==> src/rtl/fault_response_map.vh <==
// constants for the fault response and display logic
`ifndef FAULT_RESPONSE_MAP_VH
`define FAULT_RESPONSE_MAP_VH
// =========================================
// display codes
`define CODE_NONE            4'h0
`define CODE_INPUT_FAULT     4'h1
`define CODE_MEMORY_FAULT    4'h2
`define CODE_CONVERTER_FAULT 4'h3
`define CODE_CAL_FAULT       4'h4
`define CODE_UNDER_RANGE     4'h5
`define CODE_OVER_RANGE      4'h6
`define CODE_GENERIC_FAULT   4'h7
// =========================================
// display range limits, signed 16 bit
`define RANGE_LOW            16'hf831
`define RANGE_HIGH           16'h270f
// =========================================
// output level when forced off (0 percent)
`define OUT_OFF_LEVEL        12'h000
// =========================================
// timing
`define CLOCK_HZ             125000000
`define CAL_SHOW_MS          2000
`define CAL_SHOW_CYCLES      (`CLOCK_HZ / 1000 * `CAL_SHOW_MS)
`define BLINK_MS             500
`define BLINK_CYCLES         (`CLOCK_HZ / 1000 * `BLINK_MS)
`endif

==> src/rtl/sync_bit.v <==
// two flip-flop synchroniser for one level
`timescale 1ns/10ps
module sync_bit (
    input  wire clock,
    input  wire resetn,
    input  wire din,
    output reg  dout
);
    reg stage1; // first stage, read only by dout
    // =========================================
    // two-stage capture
    always @(posedge clock or negedge resetn) begin
        if (!resetn) begin
            stage1 <= 1'b0;
            dout   <= 1'b0;
        end else begin
            stage1 <= din;
            dout   <= stage1;
        end
    end
endmodule // sync_bit

==> src/rtl/fault_response.v <==
// fault response and front-panel error display logic
// Function
// - alternate primary display: fault code, selected item
// - input fault: control outputs take substitute value
// - input fault: alarms act as upper exceeded
// - input fault: program keeps running
// - memory fault: alarms off, control at 0%
// - converter fault: outputs off, program halted
// - calibration fault checked for temperature; shown 2s
// - calibration fault: outputs keep operating normally
// - show over-range below -1999 or above 9999 when control range is wider
// - over-range is no fault; control continues
// - motor calibration failure: generic code, secondary display
// - fault output 1 follows input fault
// - fault output 2 follows converter fault
`timescale 1ns/10ps
`include "fault_response_map.vh"
module fault_response #(
    parameter CAL_SHOW_CYCLES = `CAL_SHOW_CYCLES, // calibration code show time
    parameter BLINK_CYCLES    = `BLINK_CYCLES,    // display alternation half period
    parameter ALARMS          = 2,                // number of alarm outputs
    parameter OUT_W           = 12                // control output width
) (
    input  wire                clock,
    input  wire                resetn,
    input  wire                input_fault_pin,
    input  wire                memory_fault_pin,
    input  wire                converter_fault_pin,
    input  wire                cal_fault_pin,
    input  wire                motor_cal_fail_pin,
    input  wire                temperature_input,
    input  wire                control_range_wider,
    input  wire signed [15:0]  measured_value,
    input  wire [3:0]          selected_item,
    input  wire [OUT_W-1:0]    manipulated_value,
    input  wire [OUT_W-1:0]    substitute_value,
    input  wire [ALARMS-1:0]   alarm_normal,
    input  wire [ALARMS-1:0]   alarm_upper,
    input  wire                program_run_request,
    input  wire                aux1_is_fault1,
    input  wire                aux2_is_fault2,
    output reg  [3:0]          primary_display,
    output reg                 primary_is_code,
    output reg  [3:0]          secondary_code,
    output reg                 secondary_is_code,
    output reg  [OUT_W-1:0]    control_out,
    output reg  [ALARMS-1:0]   alarm_out,
    output reg                 program_run,
    output reg                 aux_out1,
    output reg                 aux_out2,
    output reg                 over_range
);
    // =========================================
    // synchronised fault inputs
    // every pin and selection level below comes from outside this
    // clock domain, so each passes two flip-flops before any logic
    wire input_fault;      // live input fault
    wire memory_raw;       // memory fault before latch
    wire converter_raw;    // converter fault before latch
    wire cal_raw;          // calibration data fault
    wire motor_fail;       // motor calibration failure
    wire temp_sel;         // temperature input type selected
    wire range_wider;      // control range wider than display

    // input fault level
    sync_bit u_s0 (
        .clock  (clock),
        .resetn (resetn),
        .din    (input_fault_pin),
        .dout   (input_fault)
    );
    // memory fault level
    sync_bit u_s1 (
        .clock  (clock),
        .resetn (resetn),
        .din    (memory_fault_pin),
        .dout   (memory_raw)
    );
    // converter fault level
    sync_bit u_s2 (
        .clock  (clock),
        .resetn (resetn),
        .din    (converter_fault_pin),
        .dout   (converter_raw)
    );
    // calibration data fault level
    sync_bit u_s3 (
        .clock  (clock),
        .resetn (resetn),
        .din    (cal_fault_pin),
        .dout   (cal_raw)
    );
    // motor calibration failure level
    sync_bit u_s4 (
        .clock  (clock),
        .resetn (resetn),
        .din    (motor_cal_fail_pin),
        .dout   (motor_fail)
    );
    // temperature input type selection
    sync_bit u_s5 (
        .clock  (clock),
        .resetn (resetn),
        .din    (temperature_input),
        .dout   (temp_sel)
    );
    // control range wider than display range
    sync_bit u_s6 (
        .clock  (clock),
        .resetn (resetn),
        .din    (control_range_wider),
        .dout   (range_wider)
    );

    // =========================================
    // latched faults
    reg memory_latched;    // memory fault held to reset
    reg converter_latched; // converter fault held to reset

    // latch until power-on reset
    // the pin may drop back at once; the latch keeps the outputs
    // forced off so the fault stays visible until power cycles
    always @(posedge clock or negedge resetn) begin
        if (!resetn) begin
            memory_latched    <= 1'b0;
            converter_latched <= 1'b0;
        end else begin
            if (memory_raw)
                memory_latched <= 1'b1;
            if (converter_raw)
                converter_latched <= 1'b1;
        end
    end

    wire memory_fault    = memory_raw | memory_latched;
    wire converter_fault = converter_raw | converter_latched;
    wire hard_fault      = memory_fault | converter_fault;    // forced-off condition

    // =========================================
    // calibration code window after power-up
    reg [31:0] cal_timer;  // cycles since release of reset
    reg        cal_window; // calibration code shown while high

    // two-second window from reset release
    // the counter stops once the window closes, so it never wraps
    always @(posedge clock or negedge resetn) begin
        if (!resetn) begin
            cal_timer  <= 32'h00000000;
            cal_window <= 1'b1;
        end else if (cal_window) begin
            if (cal_timer >= CAL_SHOW_CYCLES - 1)
                cal_window <= 1'b0;
            cal_timer <= cal_timer + 32'h00000001;
        end
    end

    wire cal_shown = cal_window & temp_sel & cal_raw;

    // =========================================
    // display range check
    // limits are signed; only used when the control range is wider
    wire under = (measured_value < $signed(`RANGE_LOW));
    wire over  = (measured_value > $signed(`RANGE_HIGH));
    wire range_out = range_wider & (under | over);

    // =========================================
    // alternation timer
    reg [31:0] blink_count; // half-period counter
    reg        blink_phase; // high shows fault code

    // free-running toggle
    // runs whether or not a fault is active; a new fault may
    // first show the selected item for up to one half period
    always @(posedge clock or negedge resetn) begin
        if (!resetn) begin
            blink_count <= 32'h00000000;
            blink_phase <= 1'b0;
        end else if (blink_count >= BLINK_CYCLES - 1) begin
            blink_count <= 32'h00000000;
            blink_phase <= ~blink_phase;
        end else begin
            blink_count <= blink_count + 32'h00000001;
        end
    end

    // =========================================
    // active fault code, highest priority first
    // hard faults outrank the live input fault, which outranks
    // the calibration code and the over-range indicator
    reg [3:0] fault_code; // code of the shown fault
    reg       fault_any;  // some fault or indicator active

    always @* begin
        fault_code = `CODE_NONE;
        fault_any  = 1'b1;
        if (memory_fault) begin
            fault_code = `CODE_MEMORY_FAULT;
        end else if (converter_fault) begin
            fault_code = `CODE_CONVERTER_FAULT;
        end else if (input_fault) begin
            fault_code = `CODE_INPUT_FAULT;
        end else if (cal_shown) begin
            fault_code = `CODE_CAL_FAULT;
        end else if (range_out) begin
            fault_code = under ? `CODE_UNDER_RANGE : `CODE_OVER_RANGE;
        end else begin
            fault_any = 1'b0;
        end
    end

    // =========================================
    // next output values
    // forcing follows the most restrictive active fault
    reg [OUT_W-1:0]  next_control; // control output value
    reg [ALARMS-1:0] next_alarm;   // alarm output value
    reg              next_run;     // program run state

    always @* begin
        next_control = manipulated_value;
        next_alarm   = alarm_normal;
        next_run     = program_run_request;
        if (hard_fault) begin
            next_control = `OUT_OFF_LEVEL;
            next_alarm   = {ALARMS{1'b0}};
            if (converter_fault)
                next_run = 1'b0;
        end else if (input_fault) begin
            next_control = substitute_value;
            next_alarm   = alarm_upper;
        end
    end

    // =========================================
    // primary display: fault code and selected item in turn
    // the code shows only in the high blink phase, so the
    // operator still sees the selected item half the time
    always @(posedge clock or negedge resetn) begin
        if (!resetn) begin
            primary_display <= 4'h0; // blank during reset
            primary_is_code <= 1'b0;
        end else if (fault_any && blink_phase) begin
            primary_display <= fault_code;
            primary_is_code <= 1'b1;
        end else begin
            primary_display <= selected_item; // item phase or no fault
            primary_is_code <= 1'b0;
        end
    end

    // =========================================
    // secondary display: generic code on motor calibration failure
    always @(posedge clock or negedge resetn) begin
        if (!resetn) begin
            secondary_code    <= `CODE_NONE;
            secondary_is_code <= 1'b0;
        end else if (motor_fail) begin
            secondary_code    <= `CODE_GENERIC_FAULT;
            secondary_is_code <= 1'b1;
        end else begin
            secondary_code    <= `CODE_NONE; // no failure
            secondary_is_code <= 1'b0;
        end
    end

    // =========================================
    // control, alarm and program run outputs
    // the off level is also the reset value, so the output
    // stage never sees a stray level while power comes up
    always @(posedge clock or negedge resetn) begin
        if (!resetn) begin
            control_out <= `OUT_OFF_LEVEL;
            alarm_out   <= {ALARMS{1'b0}};
            program_run <= 1'b0;
        end else begin
            control_out <= next_control;
            alarm_out   <= next_alarm;
            program_run <= next_run;
        end
    end

    // =========================================
    // fault outputs routed to the auxiliary outputs
    // the assignment bits are configuration on this clock, so
    // they are read without synchronisers
    always @(posedge clock or negedge resetn) begin
        if (!resetn) begin
            aux_out1 <= 1'b0;
            aux_out2 <= 1'b0;
        end else begin
            aux_out1 <= aux1_is_fault1 & input_fault;
            aux_out2 <= aux2_is_fault2 & converter_fault;
        end
    end

    // =========================================
    // over-range indicator, apart from the fault forcing
    // it is no fault, so it never touches control or alarms
    always @(posedge clock or negedge resetn) begin
        if (!resetn) begin
            over_range <= 1'b0;
        end else begin
            over_range <= range_out;
        end
    end
endmodule // fault_response

==> config.mk <==
export PLATFORM = sky130hd
export DESIGN_NAME = fault_response
export DESIGN_NICKNAME = d
export VERILOG_FILES = /design/src/rtl/sync_bit.v /design/src/rtl/fault_response.v
export VERILOG_INCLUDE_DIRS = /design/src /design/src/rtl
export SDC_FILE = /design/constraint.sdc
export NUM_CORES = 1
export LEC_CHECK = 0
export ABC_AREA = 1
export BUFFER_PORTS_ARGS = -buffer_cell sky130_fd_sc_hd__clkbuf_2
export CORE_ASPECT_RATIO = 1.25
export CORE_MARGIN = 10
export CORE_UTILIZATION = 28
export CTS_CLUSTER_DIAMETER = 80
export DETAILED_ROUTE_END_ITERATION = 6
export PLACE_DENSITY_LB_ADDON = 0.1
export SKIP_CTS_REPAIR_TIMING = 1
export SLEW_MARGIN = 0
export SYNTH_ARGS = -nofsm -noshare
export SYNTH_HDL_FRONTEND = slang
export SYNTH_SLANG_ARGS = --single-unit
==> constraint.sdc <==
create_clock -name clock -period 1.5 [get_ports clock]
set_input_delay 0.15 -clock clock [delete_from_list [all_inputs] [get_ports clock]]
set_output_delay 0.15 -clock clock [all_outputs]
set_load 0.01 [all_outputs]
==> results of run 1 <==
-- worst max-delay path by stage --
stage / startpoint / end / slack [ns] / cells past startpoint
after CTS: cal_timer[0] / cal_timer[26] / -0.16 / 8
after floorplan: cal_timer[0] / cal_timer[30] / -0.07 / 8
after detailed placement: cal_timer[0] / cal_timer[30] / -0.14 / 8
final: blink_count[1] / blink_count[15] / -0.13 / 10
after global routing: blink_count[1] / blink_count[11] / -0.23 / 11
after global placement: blink_count[12] / blink_count[7] / -0.1 / 7
-- final cells by class --
cell class | instances | area [um2] | area share [%]
Sequential cell | 106 | 2660 | 36.2
Multi-Input combinational cell | 399 | 2370 | 32.2
Timing Repair Buffer | 203 | 1430 | 19.5
Inverter | 79 | 297 | 4.03
Tap cell | 228 | 285 | 3.88
Clock buffer | 11 | 253 | 3.44
Clock inverter | 5 | 56.3 | 0.765
-- layout by cell type (no fill, tap or decap), drive strengths merged --
cell         instances
dlygate4sd3         10
or2                  2
clkinv               3
dfstp                1
nand3b               3
a21boi               1
a21oi               19
nand4               19
a21o                 1
conb                 7
nor4                 2
clkbuf              97
xor2                38
nor2                90
ha                   2
inv                 81
nor3                21
xnor2                7
nand2              146
nand3               28
dfrtp              105
buf                107
nor3b                1
o21ai               12
-- worst min-delay path: cells and delay by family --
family,cells,cell delay (ns)
buffers and inverters,2,0.12
AND/OR/NAND/NOR,1,0.04
-- registers in the layout, summed over array words and instances, names as in the netlist, 2 cells and up --
| signal | flops |
|---|---|
| alarm_out | 2 |
| primary_display | 4 |
| cal_timer | 32 |
| control_out | 12 |
| blink_count | 32 |
-- metal layers --
metal	wire length (um)	share of wire (%)	vias to the layer above	GRT usage, %
met5	0	0	-	0
met4	172	1.3	0	3.78
met3	352	2.6	12	2.41
met2	7490	55	41	21.0
met1	5510	41	2061	12.3
li1	-	-	2246	-
-- stage by stage --
step,cell area (um2),util (%),cells,power (uW)
floorplan,5160,-,595,3130
global placement,6500,36.1,984,3370
detailed placement,6500,36.1,984,3370
CTS,6810,37.8,1000,5830
global route,7360,40.8,1031,6040
finish,7360,40.8,1031,5740
-- logic make-up (layout without fill, tap and decap cells) --
kind of cell | count (synthesis) | in the layout | share of synthesized area, %
AOI/OAI and AO/OA | 33 | 33 | 3.43
and+or+nand+nor | 312 | 312 | 29.3
buffers and inverters | 90 | 298 | 7.07
other | 1 | 7 | 0.0734
xor gates and xnor gates | 45 | 45 | 7.71
DFF | 106 | 106 | 51.9
adders and majority gates | 2 | 2 | 0.490
-- power by group through the flow --
stage	Clock, uW	Combinational [uW]	Sequential [uW]
5_1_grt	2650	424	2970
3_3_place_gp	0	351	3010
4_1_cts	2510	355	2960
6_report	2410	367	2960
3_5_place_dp	0	354	3020
2_1_floorplan	0	107	3030
==> results.tsv, run 1 <==
stage	metric	value	unit
setup_path	cpPeakStageDelay	0.36	ns
hold_path	hold_path_class	primary input to register	
die	die_h	171	um
cells_and_area	antenna_cells	0	
hold_path	holdPathEnd	aux_out1	
yosys	synth_edf_count	0	
detailed_routing	post-route-drc-count	0	
sta	finalMaxSlewViolations	0	
global_routing	antenna_found_initial	0	
die	start_util	28.3	%
yosys	ys_ff_latch	106	
power_and_ir_drop	powerDensity	780	nW/um2
die	die_x	141	um
setup_path	r2r_start	blink_count[1]	
sta	final.min_clock_period	1.63	ns
power_and_ir_drop	p_comb_share	6.4	%
hold_path	hp-start	aux1_is_fault1	
setup_path	path_delay_family	simple AND/OR/NAND/NOR gates	
yosys	syn_area_per_cell	8.68	um2
cells_and_area	num-nets-final	860	
clock_network	clockBufferDepth	2	
global_routing	grt_pass1_wl	21800	um
die	die_area	24100	um2
setup_path	cpMaxStageDelayCell	dfrtp_1	
yosys	yosys-top-cells-area	dfrtp_1 51%, nand2_1 10%, xor2_1 6.5%	
setup_path	start_kind	register	
clock_network	htree_levels	3	
die	rows	55	
sta	finalHoldViolCount	1	
sta	skew	0.00844	ns
status	violations	hold timing, setup timing	
cells_and_area	drive_gt1_share	37.7	%
global_routing	grt_use_total	11.3	%
detailed_routing	drtIter0Drc	202	
cells_and_area	area_growth	43.9	%
detailed_routing	first_pass_iters	4	
yosys	synthTopCellsByCount	142 x nand2_1, 105 x dfrtp_1, 80 x nor2_1	
setup_path	timing.reg2reg.worst_path_depth	10	
cells_and_area	num-fill-cells	1823	
setup_path	ff2ff_setup_slack	-0.13	ns
yosys	synth_ff_type	dfrtp_1	
clock_network	clkTransAtPathRegs	0.08	ns
power_and_ir_drop	pwr-share-seq	51.6	%
yosys	synth.most_common_cell	nand2_1	
clock_network	root_buffer	clkbuf_16	
placed_design	gp_congestion	0.827	
power_and_ir_drop	p_int	4350	uW
setup_path	required	1.74	ns
setup_path	crit_path_cell_trace	ha_2 > nand2_4 > nor2_4 > inv_2 > o21ai_2 > nand2_1 > nand3_2 > a21o_4 > clkbuf_16 > nor2_2	
sta	setup_slack	-0.131	ns
hold_path	hold_path_depth	3	
placed_design	io_buffer_count	86	
sta	setup_viol	34	
detailed_routing	vias_per_cell	4.23	
global_routing	overflow	0	
setup_path	worst-path-buf-inv	2	
power_and_ir_drop	netSwitchingFraction	24.2	%
sta	rsz0062_at_grt	true	
power_and_ir_drop	leakage	0.00371	uW
clock_network	cts_tree	yes	
yosys	netlist.area_leader.share	51.4	%
yosys	yosys_warnings	0	
yosys	synth_cells	589	
placed_design	dpl_worst_slack	-0.141	ns
global_routing	grt_pass1_vias	4411	
yosys	synth_top_cell_by_area	dfrtp_1	
setup_path	worstSetupPathType	register to register	
sta	period_share	109	%
detailed_routing	wl_per_cell	13.1	um
detailed_routing	antenna_left	0	
yosys	seq_area_frac_synth	51.9	%
sta	holdWs	-0.0145	ns
setup_path	worstSetupEndpointType	register	
clock_network	cts_inserted_buffers	9	
yosys	synth_cell_types	36	
clock_network	insertion_delay	0.35	ns
power_and_ir_drop	clkPwrFrac	42.0	%
global_routing	grt_max_degree	33	
detailed_routing	wl	13500	um
setup_path	crit_fanout	6	
power_and_ir_drop	p_sw	1390	uW
setup_path	crit_arrival	1.87	ns
power_and_ir_drop	vdd_drop_max	0.000493	V
placed_design	place_hpwl	10600	um
sta	finalSetupTns	-3.08	ns
yosys	syn-cell-area	5110	um2
clock_network	numClockSinks	106	
job	drv_cap	0	
die	pin_count	88	
die	coreArea	18000	um2
detailed_routing	dr_total_vias	4360	
sta	max_freq	0.613	GHz
setup_path	worstReg2RegEnd	blink_count[15]	
yosys	synthArstFlopShare	100	%
status	status	complete, but fails checks	
(Power assumes the default switching activity.)
==> inputs of run 2 (changes only) <==
PLACE_DENSITY = 0.44   (was not set)
PLACE_DENSITY_LB_ADDON = not set   (was 0.1)
==> run 2 against run 1 <==
The flow still finishes with violations (hold timing, setup timing). Flip-flop and latch count stayed put. Die area stayed put. Final area is 0.49% higher. Register-to-register slack worse by 0.02 ns. Power is 4.4% higher.
==> results.tsv, run 2 (synthesis gave the netlist of run 1 again) <==
stage	metric	value	unit	change
status	status	complete, but fails checks		
status	violations	hold timing, setup timing		
detailed_routing	antenna_left	0		unchanged
setup_path	worstSetupEndpointType	register		
cells_and_area	final_util	41.0	%	+0.20 points
placed_design	io_buffer_count	86		unchanged
cells_and_area	multi_input_comb_area	2410	um2	+1.8%
power_and_ir_drop	pwr-share-seq	49.4	%	-2.2 points
clock_network	numClockSinks	106		unchanged
setup_path	worstSetupPathType	register to register		
setup_path	cpPeakStageDelay	0.39	ns	+0.03 ns
cells_and_area	layout_common_cells	133 x nand2_1, 98 x dfrtp_1, 92 x buf_4		
clock_network	insertion_delay	0.35	ns	about the same
placed_design	place_inst	979		-0.51%
sta	period_share	110	%	+1.2 points
power_and_ir_drop	powerDensity	810	nW/um2	+3.9%
die	die_area	24100	um2	unchanged
setup_path	crit_arrival	1.90	ns	+0.03 ns
die	pin_count	88		unchanged
global_routing	grt_use_total	11.1	%	-0.23 points
global_routing	overflow	0		unchanged
detailed_routing	dr_total_vias	4388		+0.64%
sta	holdWs	-0.00675	ns	+0.00774 ns
global_routing	antenna_found_initial	0		unchanged
job	drv_cap	0		unchanged
sta	max_freq	0.606	GHz	-1.1%
clock_network	cts_inserted_buffers	9		unchanged
detailed_routing	wl	13300	um	-1.4%
clock_network	cts_tree	yes		
detailed_routing	post-route-drc-count	0		unchanged
detailed_routing	drtIter0Drc	165		-18%
global_routing	grt_pass1_vias	4468		+1.3%
global_routing	grt_max_degree	39		+18%
cells_and_area	drive_gt1_share	37.7	%	-0.061 points
cells_and_area	instances_no_fill	1027		-0.39%
sta	setup_viol	35		+2.9%
cells_and_area	largestRegisters	blink_count x32, cal_timer x32, control_out x12		
setup_path	crit_path_cell_trace	ha_2 > nand2_2 > nor2_4 > inv_2 > o21ai_2 > nand2_1 > nand3_2 > a21o_4 > clkbuf_16 > nand2_1 > nand2_1		
sta	rsz0062_at_grt	true		
setup_path	path_delay_family	simple AND/OR/NAND/NOR gates		
die	start_util	28.3	%	unchanged
power_and_ir_drop	power	5990	uW	+4.4%
cells_and_area	stdcell_area	7390	um2	+0.49%
power_and_ir_drop	p_comb_share	6.1	%	-0.3 points
placed_design	dpl_worst_slack	-0.135	ns	+0.00543 ns
detailed_routing	wl_per_cell	13.0	um	-1.0%
die	rows	55		unchanged
placed_design	dpl_cell_area	6450	um2	-0.77%
cells_and_area	num-nets-final	857		-0.35%
power_and_ir_drop	clkPwrFrac	44.4	%	+2.4 points
power_and_ir_drop	p_int	4590	uW	+5.6%
detailed_routing	vias_per_cell	4.27		+1.0%
clock_network	root_buffer	clkbuf_16		
sta	finalHoldViolCount	2		+1
setup_path	required	1.75	ns	about the same
hold_path	hold_path_class	primary input to register		
setup_path	crit_fanout	9		+3
power_and_ir_drop	p_sw	1400	uW	+0.76%
clock_network	clkTransAtPathRegs	0.08	ns	about the same
cells_and_area	antenna_cells	0		unchanged
cells_and_area	area_growth	44.7	%	
die	coreArea	18000	um2	unchanged
placed_design	place_hpwl	10300	um	-2.9%
placed_design	gp_congestion	0.856		+3.5%
sta	skew	0.0102	ns	+0.00173 ns
cells_and_area	regArea	2660	um2	about the same
power_and_ir_drop	vdd_drop_max	0.000462	V	-6.3%
sta	setup_slack	-0.150	ns	-0.0186 ns
setup_path	cpMaxStageDelayCell	dfrtp_1		
global_routing	grt_pass1_wl	21800	um	about the same
detailed_routing	first_pass_iters	4		unchanged
cells_and_area	num-fill-cells	1819		-0.22%
clock_network	htree_levels	3		unchanged
die	die_x	141	um	unchanged
die	die_h	171	um	unchanged
clock_network	clockBufferDepth	2		unchanged
setup_path	start_kind	register		
power_and_ir_drop	netSwitchingFraction	23.3	%	-0.85 points
cells_and_area	mostFrequentLayoutCell	nand2_1		
setup_path	worst-path-buf-inv	2		unchanged
sta	finalMaxSlewViolations	0		unchanged
setup_path	timing.critical_path.mode_cell	nand2_1		
power_and_ir_drop	leakage	0.00372	uW	+0.28%
sta	final.min_clock_period	1.65	ns	+0.0186 ns
## run 2: final cells by class
| type | instances | area share, % |
|---|---|---|
| inverters | 79 | 4.04 |
| well taps | 228 | 3.86 |
| repair buffers | 200 | 19.0 |
| clock buffers | 9 | 3.05 |
| flip-flops and latches | 106 | 36.0 |
| clock inverters | 6 | 1.42 |
| multi-input cells | 399 | 32.6 |
## run 2: stage by stage
| stage | hold WS, ns | TNS (ns) |
|---|---|---|
| floorplan | -0.146 | -0.206 |
| global placement | 0.104 | -2.07 |
| detailed placement | 0.103 | -3.21 |
| CTS | -0.282 | -4.07 |
| global route | 0.0000275 | -6.50 |
| finish | -0.00675 | -2.41 |
## run 2: routing by layer
layer	vias to the layer above	part of all wire [%]	track usage (%)
met5	-	0	0
li1	2222	-	-
met4	0	1.7	3.55
met2	67	53	19.8
met1	2077	42	12.6
met3	22	3.0	2.72
## run 2: worst reg2reg max path, delay by kind of cell, from the launching register on
| kind | cells | cell delay (ns) |
|---|---|---|
| AOI/OAI and AO/OA | 2 | 0.31 |
| DFF | 1 | 0.39 |
| adders and majority gates | 1 | 0.19 |
| buffers and inverters | 2 | 0.23 |
| and+or+nand+nor | 6 | 0.41 |
## run 2: power groups by stage
stage | Sequential [uW] | Clock [uW] | Combinational [uW]
global route | 2970 | 2850 | 420
floorplan | 3030 | 0 | 107
CTS | 2960 | 2730 | 351
finish | 2960 | 2660 | 368
detailed placement | 3010 | 0 | 350
global placement | 3010 | 0 | 346
## run 2: path summary, 6_finish.rpt
path | slack [ns] | depth (start not counted) | startpoint | endpoint
setup / recovery | -0.15 | 11 | blink_count[1] | blink_phase
hold / removal | -0.007 | 3 | selected_item[0] | primary_display[0]
setup reg to reg | -0.15 | 11 | blink_count[1] | blink_phase
hold reg to reg | 0.36 | 0 | u_s3.stage1 | u_s3.dout
max in group asynchronous | 0.64 | 3 | resetn | cal_window
min in group asynchronous | 0.25 | 2 | resetn | primary_display[2]
